<file path="src/flash_host_pkg.sv">
// flash host controller: shared constants, command codes, types
// assumes a 100 MHz clock; pin timing figures are rounded to whole cycles here
package flash_host_pkg;

  // ============================================================
  // timing
  localparam int CLK_PERIOD_NS = 10;

  // least time in ns to whole cycles, rounded up, never below one
  function automatic int cyclesUp(input int ns);
    int c;
    c = (ns + CLK_PERIOD_NS - 1) / CLK_PERIOD_NS;
    return (c < 1) ? 1 : c;
  endfunction : cyclesUp

  localparam int ADDR_SETUP_NS  = 20;
  localparam int WE_PULSE_NS    = 50;
  localparam int WE_HOLD_NS     = 20;
  localparam int READ_ACCESS_NS = 120;   // covers access time plus three-flop sync
  localparam int WAKE_READ_NS   = 400;
  localparam int WAKE_WRITE_NS  = 1000;

  localparam logic [7:0] SETUP_CYC = 8'(cyclesUp(ADDR_SETUP_NS));
  localparam logic [7:0] PULSE_CYC = 8'(cyclesUp(WE_PULSE_NS));
  localparam logic [7:0] HOLD_CYC  = 8'(cyclesUp(WE_HOLD_NS));
  localparam logic [7:0] READ_CYC  = 8'(cyclesUp(READ_ACCESS_NS));
  localparam logic [7:0] WE_LOW_AT  = SETUP_CYC - 8'h01;
  localparam logic [7:0] WE_HIGH_AT = SETUP_CYC + PULSE_CYC - 8'h01;
  localparam logic [7:0] WR_END_AT  = SETUP_CYC + PULSE_CYC + HOLD_CYC - 8'h01;
  localparam logic [7:0] RD_END_AT  = READ_CYC - 8'h01;

  // ============================================================
  // device command codes
  localparam logic [7:0] CMD_READ_ARRAY  = 8'hFF;
  localparam logic [7:0] CMD_READ_STATUS = 8'h70;
  localparam logic [7:0] CMD_CLEAR_STAT  = 8'h50;
  localparam logic [7:0] CMD_PROG_SETUP  = 8'h40;
  localparam logic [7:0] CMD_ERASE_SETUP = 8'h20;
  localparam logic [7:0] CMD_CONFIRM     = 8'hD0;

  // device status bits
  localparam int BIT_READY        = 7;
  localparam int BIT_ERASE_FAIL   = 5;
  localparam int BIT_PROGRAM_FAIL = 4;
  localparam int BIT_SUPPLY_FAULT = 3;
  localparam logic [7:0] STATUS_INIT = 8'h80;   // upper five bits 10000
  localparam logic [7:0] ERR_MASK    = 8'h38;

  // ============================================================
  // own register map (byte offsets, one word each)
  localparam logic [7:0] OFS_CTRL   = 8'h00;
  localparam logic [7:0] OFS_ADDR   = 8'h04;
  localparam logic [7:0] OFS_WDATA  = 8'h08;
  localparam logic [7:0] OFS_STATUS = 8'h0C;
  localparam logic [7:0] OFS_IRQ    = 8'h10;
  localparam logic [7:0] OFS_MASK   = 8'h14;

  localparam int IRQ_DONE  = 0;
  localparam int IRQ_FAIL  = 1;
  localparam int IRQ_REFUS = 2;
  localparam int IRQ_ABORT = 3;
  localparam int IRQ_W     = 4;

  localparam int ADDR_W = 20;

  // ============================================================
  // types
  typedef enum logic [2:0] {
    OP_NONE        = 3'b000,
    OP_READ_ARRAY  = 3'b001,
    OP_PROGRAM     = 3'b010,
    OP_ERASE       = 3'b011,
    OP_CLEAR       = 3'b100,
    OP_READ_STATUS = 3'b101,
    OP_SLEEP       = 3'b110,
    OP_WAKE        = 3'b111
  } op_type;

  typedef enum logic [1:0] {
    ST_IDLE  = 2'b00,
    ST_ISSUE = 2'b01,
    ST_WAIT  = 2'b10
  } state_type;

  typedef struct packed {
    logic              ceN;
    logic              weN;
    logic              oeN;
    logic              rpN;
    logic              dataOeN;
    logic [ADDR_W-1:0] addr;
    logic [7:0]        dataOut;
  } flash_pins_type;

  localparam flash_pins_type PINS_RESET = '{ceN: 1'b1, weN: 1'b1, oeN: 1'b1, rpN: 1'b0,
                                            dataOeN: 1'b1, addr: '0, dataOut: 8'h00};

endpackage : flash_host_pkg

</file>
<file path="src/flash_pin_sync.sv">
// three-flop synchroniser for flash pin inputs
// assumes pins change slowly against clk; output moves when stages two and three agree
`timescale 1ns/1ps
module flash_pin_sync #(
  parameter int W = 8
) (
  input  wire logic         clk,
  input  wire logic         nrst,
  input  wire logic [W-1:0] pinIn,
  output logic      [W-1:0] syncOut
);

  logic [W-1:0] s1_q;
  logic [W-1:0] s2_q;
  logic [W-1:0] s3_q;

  // ============================================================
  // chain; the first stage feeds only the second
  always_ff @(posedge clk) begin
    if (!nrst) begin
      s1_q    <= '0;
      s2_q    <= '0;
      s3_q    <= '0;
      syncOut <= '0;
    end else begin
      s1_q <= pinIn;
      s2_q <= s1_q;
      s3_q <= s2_q;
      if (s2_q == s3_q) begin
        syncOut <= s3_q;   // filters a bit caught mid-transition
      end
    end
  end

endmodule : flash_pin_sync

</file>
<file path="src/flash_host_ctrl.sv">
// flash host controller: AHB-Lite registers, command sequencer, pin engine
// assumes one byte-wide flash on the pins and one AHB-Lite master, zero wait states
`timescale 1ns/1ps
module flash_host_ctrl
  import flash_host_pkg::*;
#(
  parameter int WAKE_READ_CYC  = cyclesUp(WAKE_READ_NS),
  parameter int WAKE_WRITE_CYC = cyclesUp(WAKE_WRITE_NS)
) (
  input  wire logic        clk,
  input  wire logic        nrst,
  input  wire logic        hsel,
  input  wire logic [31:0] haddr,
  input  wire logic [1:0]  htrans,
  input  wire logic        hwrite,
  input  wire logic [2:0]  hsize,
  input  wire logic [31:0] hwdata,
  input  wire logic        hready,
  output logic      [31:0] hrdata,
  output logic             hreadyout,
  output logic             hresp,
  output flash_pins_type   pins,
  input  wire logic [7:0]  flashDataIn,
  output logic             irq
);

  localparam logic [15:0] WAKE_RD = 16'(WAKE_READ_CYC);
  localparam logic [15:0] WAKE_WR = 16'(WAKE_WRITE_CYC);

  logic              wrPend_q;
  logic [7:0]        wrOfs_q;
  logic [ADDR_W-1:0] addr_q;
  logic [7:0]        wdata_q;
  logic [IRQ_W-1:0]  irqStat_q;
  logic [IRQ_W-1:0]  irqMask_q;
  logic [IRQ_W-1:0]  events;
  state_type         state_q;
  op_type            op_q;
  logic [1:0]        step_q;
  logic              asleep_q;
  logic              cmdArray_q;
  logic [7:0]        devStat_q;
  logic [7:0]        lastRead_q;
  logic [15:0]       wakeCnt_q;
  logic              busGo_q;
  logic              busWr_q;
  logic [7:0]        busData_q;
  logic              busAct_q;
  logic [7:0]        busCnt_q;
  logic              busDone_q;
  logic [7:0]        rdData_q;
  logic [7:0]        dataSync;
  logic              opGo;
  op_type            opReq;
  logic              sleepGo;
  logic              wakeGo;
  logic              startGo;
  logic              isPE;
  logic              lastStep;
  logic              seqFinish;

  // ============================================================
  // register read decode
  function automatic logic [31:0] readMux(input logic [7:0] ofs);
    unique case (ofs)
      OFS_CTRL:   readMux = {29'h0, op_q};
      OFS_ADDR:   readMux = {12'h000, addr_q};
      OFS_WDATA:  readMux = {24'h000000, wdata_q};
      OFS_STATUS: readMux = {8'h00, lastRead_q, devStat_q, 5'h00, cmdArray_q, asleep_q,
                             (state_q != ST_IDLE)};
      OFS_IRQ:    readMux = {28'h0000000, irqStat_q};
      OFS_MASK:   readMux = {28'h0000000, irqMask_q};
      default:    readMux = 32'h00000000;
    endcase
  endfunction : readMux

  // ============================================================
  // AHB-Lite slave: zero wait, always OKAY, unmapped reads zero
  always_ff @(posedge clk) begin
    if (!nrst) begin
      wrPend_q  <= 1'b0;
      wrOfs_q   <= 8'h00;
      hrdata    <= 32'h00000000;
      hreadyout <= 1'b0;
      hresp     <= 1'b0;
    end else begin
      hreadyout <= 1'b1;
      hresp     <= 1'b0;
      wrPend_q  <= hsel && htrans[1] && hready && hwrite;
      wrOfs_q   <= haddr[7:0];
      if (hsel && htrans[1] && hready && !hwrite) begin
        hrdata <= readMux(haddr[7:0]);
      end
    end
  end

  // software-written settings
  always_ff @(posedge clk) begin
    if (!nrst) begin
      addr_q    <= '0;
      wdata_q   <= 8'h00;
      irqMask_q <= '0;
    end else if (wrPend_q) begin
      if (wrOfs_q == OFS_ADDR) addr_q <= hwdata[ADDR_W-1:0];
      if (wrOfs_q == OFS_WDATA) wdata_q <= hwdata[7:0];
      if (wrOfs_q == OFS_MASK) irqMask_q <= hwdata[IRQ_W-1:0];
    end
  end

  // ============================================================
  // op acceptance
  assign opGo    = wrPend_q && (wrOfs_q == OFS_CTRL);
  assign opReq   = op_type'(hwdata[2:0]);
  assign isPE    = (op_q == OP_PROGRAM) || (op_q == OP_ERASE);
  assign sleepGo = opGo && (opReq == OP_SLEEP) && !asleep_q;
  assign wakeGo  = opGo && (opReq == OP_WAKE) && asleep_q;

  always_comb begin
    startGo = 1'b0;
    if (opGo && !asleep_q && state_q == ST_IDLE) begin
      unique case (opReq)
        OP_PROGRAM, OP_ERASE:
          startGo = !devStat_q[BIT_SUPPLY_FAULT] && (wakeCnt_q >= WAKE_WR);
        OP_READ_ARRAY:
          startGo = cmdArray_q ? (wakeCnt_q >= WAKE_RD) : (wakeCnt_q >= WAKE_WR);
        OP_CLEAR, OP_READ_STATUS:
          startGo = (wakeCnt_q >= WAKE_WR);
        OP_NONE, OP_SLEEP, OP_WAKE:
          startGo = 1'b0;
      endcase
    end
  end

  // final step: program/erase poll repeats until ready bit; clear ends on its write, other ops on step one
  always_comb begin
    unique case (op_q)
      OP_PROGRAM, OP_ERASE: lastStep = (step_q == 2'd2) && rdData_q[BIT_READY];
      OP_CLEAR:             lastStep = 1'b1;
      default:              lastStep = (step_q == 2'd1);
    endcase
  end
  assign seqFinish = (state_q == ST_WAIT) && busDone_q && lastStep;

  assign events[IRQ_DONE]  = seqFinish;
  assign events[IRQ_FAIL]  = seqFinish && isPE
                             && (rdData_q[BIT_PROGRAM_FAIL] || rdData_q[BIT_ERASE_FAIL]);
  assign events[IRQ_REFUS] = opGo && (opReq != OP_NONE) && !startGo && !sleepGo && !wakeGo;
  assign events[IRQ_ABORT] = sleepGo && (state_q != ST_IDLE) && isPE;

  // ============================================================
  // interrupt status: write one to clear, a new event wins
  always_ff @(posedge clk) begin
    if (!nrst) begin
      irqStat_q <= '0;
      irq       <= 1'b0;
    end else begin
      irqStat_q <= (irqStat_q & ~((wrPend_q && wrOfs_q == OFS_IRQ) ? hwdata[IRQ_W-1:0] : '0))
                   | events;
      irq       <= |(irqStat_q & irqMask_q);
    end
  end

  // ============================================================
  // sequencer: each step drives one pin cycle
  always_ff @(posedge clk) begin
    if (!nrst) begin
      state_q   <= ST_IDLE;
      op_q      <= OP_NONE;
      step_q    <= 2'd0;
      busGo_q   <= 1'b0;
      busWr_q   <= 1'b0;
      busData_q <= 8'h00;
    end else begin
      busGo_q <= 1'b0;
      if (sleepGo) begin
        state_q <= ST_IDLE;
      end else begin
        unique case (state_q)
          ST_IDLE: if (startGo) begin
            op_q    <= opReq;
            step_q  <= (opReq == OP_READ_ARRAY && cmdArray_q) ? 2'd1 : 2'd0;
            state_q <= ST_ISSUE;
          end
          ST_ISSUE: begin
            busGo_q <= 1'b1;
            busWr_q <= (step_q == 2'd0) || (isPE && step_q == 2'd1);
            unique case (op_q)
              OP_PROGRAM:     busData_q <= (step_q == 2'd0) ? CMD_PROG_SETUP : wdata_q;
              OP_ERASE:       busData_q <= (step_q == 2'd0) ? CMD_ERASE_SETUP : CMD_CONFIRM;
              OP_CLEAR:       busData_q <= CMD_CLEAR_STAT;
              OP_READ_STATUS: busData_q <= CMD_READ_STATUS;
              default:        busData_q <= CMD_READ_ARRAY;
            endcase
            state_q <= ST_WAIT;
          end
          ST_WAIT: if (busDone_q) begin
            if (lastStep) begin
              state_q <= ST_IDLE;
            end else begin
              step_q  <= (isPE && step_q == 2'd2) ? 2'd2 : step_q + 2'd1;
              state_q <= ST_ISSUE;
            end
          end
          default: state_q <= ST_IDLE;
        endcase
      end
    end
  end

  // ============================================================
  // host view of device mode and status
  always_ff @(posedge clk) begin
    if (!nrst) begin
      asleep_q   <= 1'b1;
      cmdArray_q <= 1'b1;
      devStat_q  <= STATUS_INIT;
      lastRead_q <= 8'h00;
      wakeCnt_q  <= 16'h0000;
    end else begin
      if (sleepGo) begin
        asleep_q  <= 1'b1;
        devStat_q <= STATUS_INIT;
      end else if (wakeGo) begin
        asleep_q   <= 1'b0;
        cmdArray_q <= 1'b1;
        wakeCnt_q  <= 16'h0000;
      end else begin
        if (!asleep_q && wakeCnt_q != 16'hFFFF) wakeCnt_q <= wakeCnt_q + 16'h0001;
        // mode moves only on commands this host issues
        // keyed on the op, not the byte: a program byte of FFH is data, not a command
        if (busGo_q && busWr_q && state_q == ST_WAIT) begin
          cmdArray_q <= (op_q == OP_READ_ARRAY);
        end
        if (state_q == ST_WAIT && busDone_q && !busWr_q) begin
          lastRead_q <= rdData_q;
          if (op_q != OP_READ_ARRAY) devStat_q <= rdData_q;
        end
        if (seqFinish && op_q == OP_CLEAR) devStat_q <= devStat_q & ~ERR_MASK;
      end
    end
  end

  // ============================================================
  // pin engine; strobe only inside chip select
  always_ff @(posedge clk) begin
    if (!nrst) begin
      pins      <= PINS_RESET;
      busAct_q  <= 1'b0;
      busCnt_q  <= 8'h00;
      busDone_q <= 1'b0;
      rdData_q  <= 8'h00;
    end else begin
      busDone_q <= 1'b0;
      pins.rpN  <= !asleep_q;
      if (asleep_q || sleepGo) begin
        busAct_q     <= 1'b0;
        pins.ceN     <= 1'b1;
        pins.weN     <= 1'b1;
        pins.oeN     <= 1'b1;
        pins.dataOeN <= 1'b1;
      end else if (busGo_q) begin
        busAct_q     <= 1'b1;
        busCnt_q     <= 8'h00;
        pins.ceN     <= 1'b0;
        pins.oeN     <= busWr_q;
        pins.dataOeN <= !busWr_q;
        pins.addr    <= addr_q;
        pins.dataOut <= busData_q;
      end else if (busAct_q) begin
        busCnt_q <= busCnt_q + 8'h01;
        if (busWr_q) begin
          if (busCnt_q == WE_LOW_AT) pins.weN <= 1'b0;
          if (busCnt_q == WE_HIGH_AT) pins.weN <= 1'b1;
          if (busCnt_q == WR_END_AT) begin
            pins.ceN     <= 1'b1;
            pins.dataOeN <= 1'b1;
            busAct_q     <= 1'b0;
            busDone_q    <= 1'b1;
          end
        end else if (busCnt_q == RD_END_AT) begin
          rdData_q  <= dataSync;
          pins.ceN  <= 1'b1;
          pins.oeN  <= 1'b1;
          busAct_q  <= 1'b0;
          busDone_q <= 1'b1;
        end
      end
    end
  end

  flash_pin_sync #(.W(8)) dataSyncInst (
    .clk     (clk),
    .nrst    (nrst),
    .pinIn   (flashDataIn),
    .syncOut (dataSync)
  );

  // ============================================================
  // assertions
  property p_fault_refuse;
    @(posedge clk) disable iff (!nrst)
      (opGo && !asleep_q && state_q == ST_IDLE && devStat_q[BIT_SUPPLY_FAULT]
       && (opReq == OP_PROGRAM || opReq == OP_ERASE)) |=> irqStat_q[IRQ_REFUS] && !busGo_q;
  endproperty
  a_fault_refuse: assert property (p_fault_refuse) else $error("fault did not refuse");

  property p_fail_event;
    @(posedge clk) disable iff (!nrst)
      (seqFinish && isPE && rdData_q[BIT_PROGRAM_FAIL]) |=> irqStat_q[IRQ_FAIL];
  endproperty
  a_fail_event: assert property (p_fail_event) else $error("fail not flagged");

  property p_abort;
    @(posedge clk) disable iff (!nrst)
      (sleepGo && state_q == ST_WAIT && isPE) |=> irqStat_q[IRQ_ABORT] ##1 !pins.rpN && pins.ceN;
  endproperty
  a_abort: assert property (p_abort) else $error("abort not handled");

  property p_sleep_status;
    @(posedge clk) disable iff (!nrst)
      sleepGo |=> devStat_q == STATUS_INIT;
  endproperty
  a_sleep_status: assert property (p_sleep_status) else $error("status not reset");

  property p_wake_mode;
    @(posedge clk) disable iff (!nrst)
      wakeGo |=> cmdArray_q && !asleep_q ##1 pins.rpN;
  endproperty
  a_wake_mode: assert property (p_wake_mode) else $error("wake mode wrong");

  property p_we_in_ce;
    @(posedge clk) disable iff (!nrst)
      !pins.weN |-> !pins.ceN && !pins.dataOeN && pins.oeN;
  endproperty
  a_we_in_ce: assert property (p_we_in_ce) else $error("strobe outside select");

  property p_asleep_quiet;
    @(posedge clk) disable iff (!nrst)
      asleep_q [*2] |-> pins.ceN && pins.weN && pins.oeN && !pins.rpN;
  endproperty
  a_asleep_quiet: assert property (p_asleep_quiet) else $error("pins active asleep");

  property p_wake_delay;
    @(posedge clk) disable iff (!nrst)
      (wakeCnt_q < WAKE_WR && !asleep_q) |-> pins.weN;
  endproperty
  a_wake_delay: assert property (p_wake_delay) else $error("write before wake delay");

  property p_clear_bits;
    @(posedge clk) disable iff (!nrst)
      (seqFinish && op_q == OP_CLEAR) |=> (devStat_q & ERR_MASK) == 8'h00
        && devStat_q[BIT_READY] == $past(devStat_q[BIT_READY]);
  endproperty
  a_clear_bits: assert property (p_clear_bits) else $error("clear status wrong");

  c_program_done: cover property (@(posedge clk) disable iff (!nrst)
    seqFinish && op_q == OP_PROGRAM);
  c_sleep_abort: cover property (@(posedge clk) disable iff (!nrst) events[IRQ_ABORT]);
  c_refused: cover property (@(posedge clk) disable iff (!nrst) events[IRQ_REFUS]);

endmodule : flash_host_ctrl

</file>
<file path="config.mk">
export PLATFORM = sky130hd
export DESIGN_NAME = flash_host_ctrl
export DESIGN_NICKNAME = d
export VERILOG_FILES = /design/src/flash_host_pkg.sv /design/src/flash_pin_sync.sv /design/src/flash_host_ctrl.sv
export SDC_FILE = /design/constraint.sdc
export NUM_CORES = 1
export LEC_CHECK = 0
export ABC_AREA = 0
export BUFFER_PORTS_ARGS = -buffer_cell sky130_fd_sc_hd__clkbuf_2
export CORE_MARGIN = 5
export CORE_UTILIZATION = 45
export DETAILED_ROUTE_END_ITERATION = 8
export HOLD_SLACK_MARGIN = 0.02
export PLACE_DENSITY = 0.63
export SETUP_SLACK_MARGIN = 0.3
export SKIP_LAST_GASP = 1
export SLEW_MARGIN = 25
export SYNTH_ARGS = -nofsm -noshare
export SYNTH_HDL_FRONTEND = slang
export SYNTH_SLANG_ARGS = --single-unit
</file>
<file path="constraint.sdc">
create_clock -name clk -period 2.58 [get_ports clk]
set_input_delay 0.258 -clock clk [delete_from_list [all_inputs] [get_ports clk]]
set_output_delay 0.258 -clock clk [all_outputs]
set_load 0.02 [all_outputs]
</file>
==> flow_summary.yaml <==
sta:
  post-route-period-util: 0.832
  setup_ws_ns: 0.433
  fmax_mhz: 466
  max-slew-margin-rel: 0.521
  tightestPinTransition_ns: 0.713
  finalSetupViolCount: 0
  skew_ns: 0.00697
  hold_viol: 0
  finalCriticalPeriod_ns: 2.15
  final_max_slew_viol_count: 0
  rsz0062_at_grt: "false"
  final.setup.tns_ns: 0
die:
  fp.coreArea_um2: 18100
  io_pins: 150
  die_h_um: 146
  start_util: 0.459
  rows: 49
  die-width_um: 146
  die_area_um2: 21300
route:
  wl_per_cell_um: 15.8
  vias: 6866
  first_pass_iters: 6
  drc: 0
  drt-vias-per-instance: 5.32
  drt_iter0_markers: 486
  drt.antenna.violating_nets: 0
  routed_wl_um: 20400
cts:
  numCtsBuffers: 22
  worst_skew_pair.late_latency_ns: 0.49
  cts_sinks: 205
  root_buffer: "clkbuf_16"
  clk_pin_slew_ns: 0.06
  cts-htree-levels: 1
  cts_tree: "built"
  clk_path_buf_depth: 3
grt:
  grt_max_degree: 77
  grt_pass1_wl_um: 34200
  grtUsageTotal: 0.190
  first_global_vias: 6551
  grt_overflow: 0
  antenna_found_initial: 0
setup_path:
  critPathLaunchType: "flop"
  crit_path_top_delay_cell: "or4_1"
  crit_chain: "nor4b_2 -> a41oi_1 -> a311o_1 -> buf_12 -> or4_1 -> a21oi_1"
  worst-setup-path-type: "reg -> reg"
  path_delay_family: "simple AND/OR/NAND/NOR gates"
  worst_setup_path_end_kind: "flop"
  critPathRequiredTime_ns: 3.00
  worstPathMaxFanout: 30
  critPathBufInv: 1
  cpPeakStageDelay_ns: 0.47
  arrival_ns: 2.57
placement:
  placed_cells: 1221
  place_congestion: 0.822
  place_ws_ns: 0.253
  dp_hpwl_um: 14100
  port_buffers: 100
yosys:
  synth_seq_cells: 205
  yosys.area.top_type: "dfxtp_1"
  netlist_area_um2: 8310
  netlist_instances: 927
  ys.flop_type: "dfxtp_1"
  synth.avg_cell_area_um2: 8.96
  ys_top_cells_by_count: "dfxtp_1 (205), nand2_1 (129), nor2_1 (101)"
  yosysWarnings: 0
  synth-edff-count: 0
  synth.area.top_cells: "dfxtp_1 (49%), nand2_1 (5.8%), mux2i_1 (5.8%), a21oi_1 (5.1%), nor2_1 (4.6%)"
  yosysMostFrequentCell: "dfxtp_1"
  yosysSeqAreaShare: 0.494
  yosysUniqueCellTypes: 71
  yosysTopAreaCellShare: 0.494
  async_reset_ff_frac: 0
cells_and_area:
  finalNetCount: 1144
  drive_above_1_share: 0.169
  stdcell_count: 1291
  antenna_cells: 0
  final_core_utilization: 0.558
  fill_cells: 1655
  syn2layout_area_growth_pct: 21.4
power:
  ir_drop_mv: 0.572
  p_total_mw: 6.36
  leakagePower_nw: 4.08
  power.density_nw_per_um2: 630
flow_run:
  drv_cap: 0
run_status:
  status: "finished, final reports clean"
worst_hold_path:
  hp-class: "in -> reg"
## final timing paths
path / to / cells past startpoint / startpoint / slack (ns)
hold / removal: addr_q[3] / 3 / hwdata[3] / 0.08
setup / recovery: wakeCnt_q[11] / 6 / wrOfs_q[1] / 0.43
hold reg to reg: dataSyncInst.s2_q[4] / 1 / dataSyncInst.s1_q[4] / 0.43
setup reg to reg: wakeCnt_q[11] / 6 / wrOfs_q[1] / 0.43
## flip-flops by register name, summed over array words and instances, names as in the netlist, 16 cells and up
signal,cells
addr_q,20
wakeCnt_q,16
hrdata,24
pins,33
## layout by cell type (no fill, tap or decap), drive strengths merged, types with 6 or more instances in the layout
master and n:
dfxtp 205, clkbuf 132, nand2 129, nor2 101, a21oi 84, mux2i 48
and2 33, dlygate4sd3 31, o21ai 30, nand3 27, buf 26, inv 18
a222oi 17, or3 15, ha 11, nor3 11, a22oi 9, xor2 9
conb 9, nor4 9, a211oi 8, nand3b 7, o211ai 6, or4 6
nand2b 6, and3 6
## per-layer routing
metal	share of wire	vias to the layer above	track usage
met3	0.051	19	0.0333
met1	0.47	3211	0.265
met5	0	-	0
met2	0.47	150	0.310
met4	0.011	0	0.0413
li1	-	3486	-
## layout make-up
cell class                      instances  area, µm²  area share
Sequential cell                       205       4110       0.407
Multi-Input combinational cell        646       3910       0.388
Timing Repair Buffer                  157       1050       0.104
Clock buffer                           32        649      0.0644
Tap cell                              229        287      0.0284
Inverter                               19       73.8     0.00732
Clock inverter                          3       15.0     0.00149
## cells by family (layout without fill, tap and decap cells)
logic type | after synthesis | after routing | synth area share
multiplexers | 54 | 54 | 0.0700
buffers and inverters | 84 | 211 | 0.0437
AO/OA/AOI/OAI | 192 | 192 | 0.151
adder cells (fa/ha/maj) | 11 | 11 | 0.0166
XOR/XNOR | 11 | 11 | 0.0116
flip-flops | 205 | 205 | 0.494
other | 1 | 9 | 0.000451
AND/OR/NAND/NOR | 369 | 369 | 0.213
## power by group
| part | internal, mW | switching [mW] | total [mW] |
|---|---|---|---|
| registers | 3.19 | 0.0141 | 3.21 |
| clock network | 1.73 | 1.18 | 2.91 |
| logic | 0.0995 | 0.145 | 0.244 |
## worst register-to-register path, cell delays in order (launching register included)
cell     delay [ns]
dfxtp_1        0.33
nor4b_2        0.36
a41oi_1        0.20
a311o_1        0.39
buf_12         0.17
or4_1          0.47
a21oi_1        0.15
## stage by stage
stage	cell area, µm²	hold WS, ns
after floorplan	8340	0.286
after global placement	9040	0.413
after detailed placement	9050	0.417
after CTS	10000	0.0466
after global routing	10100	0.0900
final	10100	0.0789
## what timing repair did
item                       CTS  global route
gates cloned                 0             0
resized for setup            2             6
setup endpoints to repair   15            65
setup buffers                1             3
hold endpoints to repair    33             0
pin swaps                    2             3
hold buffers                31             0
Power figures use the tool's default switching activity.
